[src/design/pin_mux_pkg.sv]
// Shared constants, offsets and carrier types for the port pin function multiplexer.
package pin_mux_pkg;

   // ------------------------------------------------------------
   // Port geometry
   // ------------------------------------------------------------
   localparam int NPORT = 7;                 // Ports 4, 5, 6, 7, 8, 9 and A in that order.
   localparam int PW    = 8;                 // Pins per port; ports 7 and A use the low five.
   localparam int P4    = 0;                 // Index of port 4.
   localparam int P5    = 1;                 // Index of port 5.
   localparam int P6    = 2;                 // Index of port 6.
   localparam int P7    = 3;                 // Index of port 7.
   localparam int P8    = 4;                 // Index of port 8.
   localparam int P9    = 5;                 // Index of port 9.
   localparam int PA    = 6;                 // Index of port A.

   // ------------------------------------------------------------
   // Register offsets (byte addresses on the register port)
   // ------------------------------------------------------------
   localparam logic [7:0] OFS_DATA_BASE  = 8'h04;  // Port data registers, one per port.
   localparam logic [7:0] OFS_DIR_BASE   = 8'h14;  // Port direction registers, one per port.
   localparam logic [7:0] OFS_OPEN_DRAIN = 8'h1B;  // port4_open_drain_reg.
   localparam logic [7:0] OFS_PULLUP     = 8'h1E;  // port6_pullup_reg.
   localparam logic [7:0] OFS_SER_CTRL   = 8'h30;  // serial_mode_ctrl_reg.
   localparam logic [7:0] OFS_DAC_CTRL   = 8'h31;  // dac_ctrl_reg.

   // ------------------------------------------------------------
   // Field positions and reset values
   // ------------------------------------------------------------
   localparam int SOE1_BIT = 0;              // serial_out_enable for expansion serial 1.
   localparam int SOE2_BIT = 1;              // serial_out_enable for expansion serial 2.
   localparam int DAC0_BIT = 0;              // dac0_out_enable.
   localparam int DAC1_BIT = 1;              // dac1_out_enable.
   localparam logic [7:0] RST_BYTE = 8'h00;  // Reset value of every register.

   // ------------------------------------------------------------
   // Carrier types
   // ------------------------------------------------------------
   typedef logic [NPORT-1:0][PW-1:0] port_bus_type;   // One bit per pin of every port.

   // Signals that the on-chip peripherals present to the multiplexer.
   typedef struct packed {
      logic [1:0] ser_tx;        // Expansion serial data out, channels 1 and 2.
      logic [1:0] ser_clk;       // Expansion serial internal shift clock out.
      logic [1:0] ser_run;       // Expansion serial unit is operating.
      logic [1:0] ser_ext_clk;   // Expansion serial uses the external shift clock.
      logic [3:0] pg_out;        // Pulse generator outputs 00, 01, 10, 11.
      logic       pg_en;         // Pulse generator output enable.
      logic       clk_out;       // Clock output generator signal.
      logic       clk_out_run;   // Clock output generator operating.
      logic       adc_run;       // A/D converter operating.
      logic [3:0] cmp_event;     // Compare channel 0 to 3 event outputs.
   } periph_out_type;

   // Signals that the multiplexer returns to the on-chip peripherals.
   typedef struct packed {
      logic [1:0] ser_rx;        // exp_serial_rx1 and exp_serial_rx2.
      logic [1:0] ser_clk_in;    // External shift clocks exp_serial_clk1 and clk2.
      logic       adc_trig;      // adc_ext_trigger.
      logic [1:0] capture_trig;  // capture_trigger0 and capture_trigger1.
      logic [1:0] ud_phase_a;    // updown_phase_a0 and a1.
      logic [1:0] ud_phase_b;    // updown_phase_b0 and b1.
      logic [1:0] ud_zero;       // updown_zero0 and zero1.
      logic [7:0] ext_irq;       // ext_interrupt0 to ext_interrupt7.
      logic       analog_sel;    // Port 5 pins are switched to the A/D converter.
      logic [1:0] dac_connect;   // D/A outputs are switched onto their pins.
   } periph_in_type;

endpackage : pin_mux_pkg

[src/design/level_sync.sv]
// Two-stage synchroniser for a bundle of asynchronous levels.
`timescale 1ns/1ps
module level_sync #(
   parameter int WIDTH = 8                 // Number of levels synchronised.
) (
   input  wire logic             sys_clk,  // System clock.
   input  wire logic             sys_rst,  // Asynchronous reset, active high.
   input  wire logic [WIDTH-1:0] async_in, // Levels from outside the clock domain.
   output logic      [WIDTH-1:0] sync_out  // Levels safe to use in the clock domain.
);

   logic [WIDTH-1:0] stage1;  // First stage, read only by the second stage.

   // The first stage feeds nothing but the second, so metastability settles there.
   always_ff @(posedge sys_clk or posedge sys_rst) begin
      if (sys_rst) begin
         stage1   <= '0;
         sync_out <= '0;
      end else begin
         stage1   <= async_in;
         sync_out <= stage1;
      end
   end

endmodule : level_sync

[src/design/pin_cell.sv]
// One shared port pin: selects port or peripheral drive and registers the pad controls.
`timescale 1ns/1ps
module pin_cell (
   input  wire logic sys_clk,   // System clock.
   input  wire logic sys_rst,   // Asynchronous reset, active high.
   input  wire logic dir,       // Direction bit, one means output.
   input  wire logic data,      // Port data register bit.
   input  wire logic od_sel,    // Open-drain selection bit.
   input  wire logic pu_sel,    // Pull-up selection bit.
   input  wire logic alt_en,    // Peripheral output function owns the pin.
   input  wire logic alt_val,   // Peripheral output value.
   input  wire logic force_in,  // Analog function: digital driver kept off.
   output logic      pad_out,   // Level driven onto the pad.
   output logic      pad_oe,    // Pad driver enable, high while driving.
   output logic      pull_up    // Internal pull-up connected.
);

   logic val;     // Value chosen for the pad.
   logic drive;   // Pad would be driven as a push-pull output.
   logic od_eff;  // Open-drain really in effect.

   // The peripheral value wins over the port data whenever its function is on.
   assign val    = alt_en ? alt_val : data;
   assign drive  = ~force_in & (alt_en | dir);
   // Open-drain only matters on an output; an input pin ignores the selection.
   assign od_eff = od_sel & dir;

   // Pad controls are registered so the pins never see a decode glitch.
   always_ff @(posedge sys_clk or posedge sys_rst) begin
      if (sys_rst) begin
         pad_out <= 1'b0;
         pad_oe  <= 1'b0;
         pull_up <= 1'b0;
      end else begin
         // An open-drain pin only sinks: it releases the pad for a one.
         pad_out <= od_eff ? 1'b0 : val;
         pad_oe  <= drive & ~(od_eff & val);
         // The pull-up is meaningful only while nothing drives the pin.
         pull_up <= pu_sel & ~dir & ~alt_en & ~force_in;
      end
   end

endmodule : pin_cell

[src/design/port_pin_function_mux.sv]
// Pin function multiplexer for ports 4 to A with its control registers.
`timescale 1ns/1ps
module port_pin_function_mux (
   input  wire logic                       sys_clk,   // System clock, 125 MHz.
   input  wire logic                       sys_rst,   // Asynchronous reset, active high.
   input  wire logic [7:0]                 reg_addr,  // Register byte address.
   input  wire logic [7:0]                 reg_wdata, // Register write data.
   input  wire logic                       reg_wr,    // Write strobe, one cycle.
   input  wire logic                       reg_rd,    // Read strobe, one cycle.
   output logic      [7:0]                 reg_rdata, // Read data, cycle after strobe.
   input  wire pin_mux_pkg::periph_out_type periph_o, // From the peripherals.
   output pin_mux_pkg::periph_in_type      periph_i,  // To the peripherals.
   input  wire pin_mux_pkg::port_bus_type  pin_in,    // Pad input levels.
   output pin_mux_pkg::port_bus_type       pin_out,   // Pad output levels.
   output pin_mux_pkg::port_bus_type       pin_oe,    // Pad output enables.
   output pin_mux_pkg::port_bus_type       pin_pu     // Pad pull-up enables.
);
   import pin_mux_pkg::*;

   // ------------------------------------------------------------
   // Registers
   // ------------------------------------------------------------
   port_bus_type data_reg;            // Port data registers.
   port_bus_type dir_reg;             // Port direction registers.
   logic [7:0]   port4_open_drain_reg; // Open-drain selection for port 4.
   logic [7:0]   port6_pullup_reg;    // Pull-up selection for port 6.
   logic [7:0]   serial_mode_ctrl_reg; // Serial output enables.
   logic [7:0]   dac_ctrl_reg;        // D/A output enables.

   // ------------------------------------------------------------
   // Internal signals
   // ------------------------------------------------------------
   port_bus_type pin_sync;            // Synchronised pad levels.
   port_bus_type alt_en;              // Peripheral output owns the pin.
   port_bus_type alt_val;             // Peripheral output value.
   port_bus_type force_in;            // Pin switched to an analog function.
   port_bus_type od_sel;              // Open-drain selection per pin.
   port_bus_type pu_sel;              // Pull-up selection per pin.
   logic [7:0]   next_rdata;          // Read data selected by the address.
   logic         hit_data;            // Address falls in the data registers.
   logic         hit_dir;             // Address falls in the direction registers.
   logic [7:0]   idx_data;            // Port index for a data access.
   logic [7:0]   idx_dir;             // Port index for a direction access.
   logic [1:0]   serial_out_enable;                 // Serial output enables, channels 1 and 2.
   logic [1:0]   dac_en;              // D/A output enables.

   assign serial_out_enable    = {serial_mode_ctrl_reg[SOE2_BIT], serial_mode_ctrl_reg[SOE1_BIT]};
   assign dac_en = {dac_ctrl_reg[DAC1_BIT], dac_ctrl_reg[DAC0_BIT]};

   // ------------------------------------------------------------
   // Pad input synchroniser
   // ------------------------------------------------------------
   // Every pad level crosses two flops before any decode looks at it.
   level_sync #(
      .WIDTH    (NPORT*PW)
   ) u_pin_sync (
      .sys_clk  (sys_clk),
      .sys_rst  (sys_rst),
      .async_in (pin_in),
      .sync_out (pin_sync)
   );

   // ------------------------------------------------------------
   // Address decode
   // ------------------------------------------------------------
   // Data and direction registers sit in two runs of consecutive bytes.
   assign idx_data = reg_addr - OFS_DATA_BASE;
   assign idx_dir  = reg_addr - OFS_DIR_BASE;
   assign hit_data = (reg_addr >= OFS_DATA_BASE) && (idx_data < 8'(NPORT));
   assign hit_dir  = (reg_addr >= OFS_DIR_BASE) && (idx_dir < 8'(NPORT));

   // Port and direction registers are written by software only.
   always_ff @(posedge sys_clk or posedge sys_rst) begin
      if (sys_rst) begin
         data_reg <= '0;
         dir_reg  <= '0;
      end else if (reg_wr) begin
         if (hit_data) begin
            data_reg[idx_data[2:0]] <= reg_wdata;
         end
         if (hit_dir) begin
            dir_reg[idx_dir[2:0]] <= reg_wdata;
         end
      end
   end

   // Pin configuration registers.
   always_ff @(posedge sys_clk or posedge sys_rst) begin
      if (sys_rst) begin
         port4_open_drain_reg <= RST_BYTE;
         port6_pullup_reg     <= RST_BYTE;
         serial_mode_ctrl_reg <= RST_BYTE;
         dac_ctrl_reg         <= RST_BYTE;
      end else if (reg_wr) begin
         case (reg_addr)
            OFS_OPEN_DRAIN: port4_open_drain_reg <= reg_wdata;
            OFS_PULLUP:     port6_pullup_reg     <= reg_wdata;
            OFS_SER_CTRL:   serial_mode_ctrl_reg <= reg_wdata;
            OFS_DAC_CTRL:   dac_ctrl_reg         <= reg_wdata;
            default: begin
            end
         endcase
      end
   end

   // Read mux.  A data read returns the pad level for input pins and the
   // register for output pins, so software sees what the pin really does.
   always_comb begin
      next_rdata = 8'h00;
      if (hit_data) begin
         next_rdata = (dir_reg[idx_data[2:0]] & data_reg[idx_data[2:0]])
                    | (~dir_reg[idx_data[2:0]] & pin_sync[idx_data[2:0]]);
      end else if (hit_dir) begin
         next_rdata = dir_reg[idx_dir[2:0]];
      end else begin
         case (reg_addr)
            OFS_OPEN_DRAIN: next_rdata = port4_open_drain_reg;
            OFS_PULLUP:     next_rdata = port6_pullup_reg;
            OFS_SER_CTRL:   next_rdata = serial_mode_ctrl_reg;
            OFS_DAC_CTRL:   next_rdata = dac_ctrl_reg;
            default:        next_rdata = 8'h00;
         endcase
      end
   end

   // Read data stand for exactly one cycle; unmapped addresses read zero.
   always_ff @(posedge sys_clk or posedge sys_rst) begin
      if (sys_rst) begin
         reg_rdata <= 8'h00;
      end else begin
         reg_rdata <= reg_rd ? next_rdata : 8'h00;
      end
   end

   // ------------------------------------------------------------
   // Pin function selection
   // ------------------------------------------------------------
   // Open-drain exists only on port 4 and pull-ups only on port 6.
   always_comb begin
      od_sel     = '0;
      pu_sel     = '0;
      od_sel[P4] = port4_open_drain_reg;
      pu_sel[P6] = port6_pullup_reg;
   end

   // Which peripheral owns which pin; anything not listed stays a port pin.
   always_comb begin
      alt_en   = '0;
      alt_val  = '0;
      force_in = '0;
      // Expansion serial 1 data and internal clock out on port 4.
      alt_en[P4][4]  = serial_out_enable[0];
      alt_val[P4][4] = periph_o.ser_tx[0];
      // In external shift clock mode the clock pin is an input only.
      alt_en[P4][5]  = serial_out_enable[0] & ~periph_o.ser_ext_clk[0];
      alt_val[P4][5] = periph_o.ser_clk[0];
      // Expansion serial 2 on port 6.
      alt_en[P6][1]  = serial_out_enable[1];
      alt_val[P6][1] = periph_o.ser_tx[1];
      alt_en[P6][2]  = serial_out_enable[1] & ~periph_o.ser_ext_clk[1];
      alt_val[P6][2] = periph_o.ser_clk[1];
      // Pulse generator on port 6 pins 3, 4, 6 and 7.
      alt_en[P6][3]  = periph_o.pg_en;
      alt_val[P6][3] = periph_o.pg_out[0];
      alt_en[P6][4]  = periph_o.pg_en;
      alt_val[P6][4] = periph_o.pg_out[1];
      alt_en[P6][6]  = periph_o.pg_en;
      alt_val[P6][6] = periph_o.pg_out[2];
      alt_en[P6][7]  = periph_o.pg_en;
      alt_val[P6][7] = periph_o.pg_out[3];
      // Clock output on port 6 pin 5.
      alt_en[P6][5]  = periph_o.clk_out_run;
      alt_val[P6][5] = periph_o.clk_out;
      // Compare events own port A pins 0 to 3 at all times.
      alt_en[PA][3:0]  = 4'hF;
      alt_val[PA][3:0] = periph_o.cmp_event;
      // Analog functions keep the digital driver off.
      force_in[P5]    = {PW{periph_o.adc_run}};
      force_in[P7][3] = dac_en[0];
      force_in[P7][4] = dac_en[1];
   end

   // ------------------------------------------------------------
   // Pin cells
   // ------------------------------------------------------------
   // One cell per pin keeps the drive decision identical on every port.
   for (genvar p = 0; p < NPORT; p++) begin : g_port
      for (genvar b = 0; b < PW; b++) begin : g_bit
         pin_cell u_cell (
            .sys_clk  (sys_clk),
            .sys_rst  (sys_rst),
            .dir      (dir_reg[p][b]),
            .data     (data_reg[p][b]),
            .od_sel   (od_sel[p][b]),
            .pu_sel   (pu_sel[p][b]),
            .alt_en   (alt_en[p][b]),
            .alt_val  (alt_val[p][b]),
            .force_in (force_in[p][b]),
            .pad_out  (pin_out[p][b]),
            .pad_oe   (pin_oe[p][b]),
            .pull_up  (pin_pu[p][b])
         );
      end
   end

   // ------------------------------------------------------------
   // Peripheral inputs
   // ------------------------------------------------------------
   // Inputs are taken from the synchronised pads and registered once more.
   // An idle serial line reads high so a stopped unit never sees a start bit.
   always_ff @(posedge sys_clk or posedge sys_rst) begin
      if (sys_rst) begin
         periph_i <= '0;
      end else begin
         periph_i.ser_rx[0] <= periph_o.ser_run[0] ? pin_sync[P4][3] : 1'b1;
         periph_i.ser_rx[1] <= periph_o.ser_run[1] ? pin_sync[P6][0] : 1'b1;
         periph_i.ser_clk_in[0] <= periph_o.ser_ext_clk[0] ? pin_sync[P4][5] : 1'b1;
         periph_i.ser_clk_in[1] <= periph_o.ser_ext_clk[1] ? pin_sync[P6][2] : 1'b1;
         periph_i.adc_trig     <= pin_sync[P4][6];
         periph_i.capture_trig <= pin_sync[P9][7:6];
         periph_i.ud_phase_a   <= {pin_sync[P9][3], pin_sync[P9][0]};
         periph_i.ud_phase_b   <= {pin_sync[P9][4], pin_sync[P9][1]};
         periph_i.ud_zero      <= {pin_sync[P9][5], pin_sync[P9][2]};
         periph_i.ext_irq      <= {pin_sync[P9][3], pin_sync[P9][0], pin_sync[P8][5:0]};
         periph_i.analog_sel   <= periph_o.adc_run;
         periph_i.dac_connect  <= dac_en;
      end
   end
endmodule : port_pin_function_mux

[config.mk]
export PLATFORM = sky130hd
export DESIGN_NAME = port_pin_function_mux
export DESIGN_NICKNAME = d
export VERILOG_FILES = /design/src/design/pin_mux_pkg.sv /design/src/design/level_sync.sv /design/src/design/pin_cell.sv /design/src/design/port_pin_function_mux.sv
export SDC_FILE = /design/constraint.sdc
export NUM_CORES = 1
export LEC_CHECK = 0
export ABC_AREA = 0
export BUFFER_PORTS_ARGS = -buffer_cell sky130_fd_sc_hd__clkbuf_2
export CAP_MARGIN = 5
export CORE_ASPECT_RATIO = 0.75
export CORE_MARGIN = 2
export CORE_UTILIZATION = 40
export CTS_BUF_LIST = sky130_fd_sc_hd__clkbuf_4 sky130_fd_sc_hd__clkbuf_8 sky130_fd_sc_hd__clkbuf_16
export DETAILED_ROUTE_END_ITERATION = 12
export GPL_TIMING_DRIVEN = 0
export HOLD_SLACK_MARGIN = 0.08
export PLACE_DENSITY_LB_ADDON = 0.08
export SLEW_MARGIN = 5
export SYNTH_ARGS = -nofsm -noshare
export SYNTH_HDL_FRONTEND = slang
export SYNTH_HIERARCHICAL = 1
export SYNTH_SLANG_ARGS = --single-unit
[constraint.sdc]
create_clock -name sys_clk -period 10.9 [get_ports sys_clk]
set_clock_uncertainty 0.05 [all_clocks]
set_input_delay 1.09 -clock sys_clk [delete_from_list [all_inputs] [get_ports sys_clk]]
set_output_delay 1.09 -clock sys_clk [all_outputs]
set_load 0.01 [all_outputs]
==> metrics.yaml <==
power:
  power.ir.vdd_worst_uv: 104
  power_per_cell_area_mw_per_mm2: 158
  p_leak_nw: 12.5
  p_total_mw: 3.85
clocking:
  cts-resized-gates: 0
  h-tree-depth: 2
  clock-sinks: 454
  clkLatencyLatePin_ps: 580
  cts_tree: "built"
  clkTransAtPathRegs_ps: 60
  numCtsBuffers: 47
  clk_path_buf_depth: 3
  hold_buffers: 0
  root_buffer: "clkbuf_16"
  post_cts_buffers: 0
placement:
  portBuffers: 292
  dp_hpwl_mm: 39.2
  gp_congestion: 0.846
sta:
  fmax_ghz: 0.238
  slew_headroom_pct: 13.3
  timing.final.crit_share_pct: 38.6
  period_minus_slack_ps: 4200
  tightest_slew_ps: 1300
  finalSetupTns_ps: 0
  rsz0062_at_grt: "no"
  finalMaxSlewViolations: 0
  finalSetupViolCount: 0
  hold_viol: 0
  hold-worst-slack_ps: 298
critical_path:
  cpPeakStageDelay_ps: 590
  path_class: "primary input to flop"
  worst-path-stages: 11
  cp_top_family: "simple AND/OR/NAND/NOR gates"
  cp_slowest_cell: "nand3_1"
  path_max_fanout: 13
  worst_r2r_path_depth: 5
  cp-end-kind: "flop"
  startpoint_type: "primary input"
  path_cells: "clkbuf_2 > buf_4 > inv_1 > clkbuf_1 > ha_1 > a21oi_1 > or2_2 > nor3_1 > buf_2 > nand3_1 > mux2_2"
  critPathArrivalTime_ps: 4600
  crit_buf_inv: 5
  required_ps: 11290
final_layout:
  syn_to_final_growth_pct: 32.7
  drive_above_1_share_pct: 26.5
  layout.nets: 2305
  nFillCells: 4017
die:
  core-area_mm2: 0.0449
  die-area_mm2: 0.0475
  start_util_pct: 40.7
  die_w_um: 251
  ioPinCount: 296
  die_y_um: 189
  row_count: 67
routing:
  ant_nets: 0
  wl_per_cell_um: 18.6
  drc: 0
  dr.pass1.iters: 6
  via_count: 13163
  drt-initial-drc-count: 775
  viasPerCell: 4.65
  totalWireLength_mm: 52.7
logic_synthesis:
  ys.flop_type: "dfrtp_1"
  synthCells: 1304
  synth.avg_cell_area_um2: 14.0
  synth_edf_count: 0
  ys_async_sr_fraction_pct: 100
  syn_area_mm2: 0.0183
  ys_warn_count: 6
  seq_area_frac_synth_pct: 62.1
  synthDistinctLibCells: 57
  postSynthRegisterBits: 454
status:
  outcome: "complete, no violations"
global_routing:
  grt_pass1_wl_mm: 79.0
  antenna_found_initial: 5
  grt_overflow_total: 0
  grt_max_degree: 100
  grt_pass1_vias: 12989
  grt_usage_pct: 22.3
run:
  cap_violations: 0
min_path:
  hp-class: "flop to flop"
  whs_path_depth: 0
## cells by family (layout without fill, tap and decap cells)
kind of cell / count (synthesis) / count (layout) / share of synthesized area (%)
flops: 454 / 454 / 62.1
simple gates: 159 / 159 / 5.99
mux: 257 / 257 / 16.3
compound gates: 315 / 315 / 12.7
other cells: 2 / 560 / 0.0410
buf+inv: 112 / 493 / 2.52
fa+ha+maj: 5 / 5 / 0.342
## power by group
group	switching [mW]	internal, mW
registers	0.0707	1.78
clock network	0.668	0.977
logic	0.213	0.142
## path summary, 6_finish.rpt
| path | startpoint | end | slack [ps] |
|---|---|---|---|
| max | reg_addr[2] | dir_reg[8] | 6700 |
| min | u_pin_sync/stage1[53] | u_pin_sync/sync_out[53] | 300 |
| max reg2reg | dir_reg[15] | reg_rdata[7] | 8740 |
| min reg2reg | u_pin_sync/stage1[53] | u_pin_sync/sync_out[53] | 300 |
| max in group asynchronous | sys_rst | periph_i[20] | 8820 |
| min in group asynchronous | sys_rst | g_port[0].g_bit[7].u_cell/pull_up | 640 |
## cells in the mapped netlist, types with 18 or more instances
| cell | instances | area (um2) |
|---|---|---|
| o21a_1 | 57 | 428 |
| dfrtp_1 | 454 | 11400 |
| mux2i_1 | 78 | 781 |
| nand2_1 | 22 | 82.6 |
| mux2_2 | 161 | 1810 |
| clkbuf_1 | 20 | 75.1 |
| nand3_1 | 20 | 100 |
| nor4b_1 | 56 | 490 |
| inv_1 | 68 | 255 |
| a41oi_1 | 56 | 490 |
| a21oi_1 | 65 | 325 |
| nor2_1 | 18 | 67.6 |
| a21boi_0 | 56 | 420 |
## final cells by class
type | count | area, um2 | share of cell area, %
Sequential cell | 454 | 11400 | 46.8
Multi-Input combinational cell | 1294 | 8560 | 35.3
Timing Repair Buffer | 295 | 1540 | 6.34
Clock buffer | 64 | 1370 | 5.62
Tap cell | 586 | 733 | 3.02
Inverter | 68 | 268 | 1.10
Clock inverter | 22 | 241 | 0.995
Buffer | 44 | 206 | 0.850
Antenna cell | 2 | 5.00 | 0.0206
## placed cells by master (no fill, tap or decap), types with 17 or more instances in the layout
master     synthesis  final
clkbuf_1          20     20
conb_1             2    558
mux4_2            17     17
nand3_1           20     20
o21a_1            57     57
nor4b_1           56     56
clkbuf_2           0    291
nor2_1            18     18
a21boi_0          56     56
clkbuf_16          0     48
dfrtp_1          454    454
mux2i_1           78     78
a41oi_1           56     56
nand2_1           22     22
mux2_2           161    161
a21oi_1           65     65
inv_1             68     66
## metal layers
| layer | global-route usage [%] | vias to the layer above | part of all wire [%] |
|---|---|---|---|
| met1 | 31.0 | 6537 | 44 |
| met2 | 35.4 | 389 | 46 |
| met5 | 0 | - | 0.030 |
| met3 | 5.33 | 78 | 7.2 |
| li1 | - | 6155 | - |
| met4 | 5.98 | 4 | 2.3 |
## stage by stage
step / area (um2) / utilization (%) / cells / setup slack, ps
2_1_floorplan: 20400 / - / 1860 / 5040
3_3_place_gp: 22600 / 50.3 / 2738 / 1410
3_5_place_dp: 22700 / 50.5 / 2741 / 6270
4_1_cts: 24300 / 54.0 / 2827 / 6860
5_1_grt: 24300 / 54.0 / 2829 / 6690
6_report: 24300 / 54.0 / 2829 / 6700
Note: power is estimated with default switching activity, not from simulation.
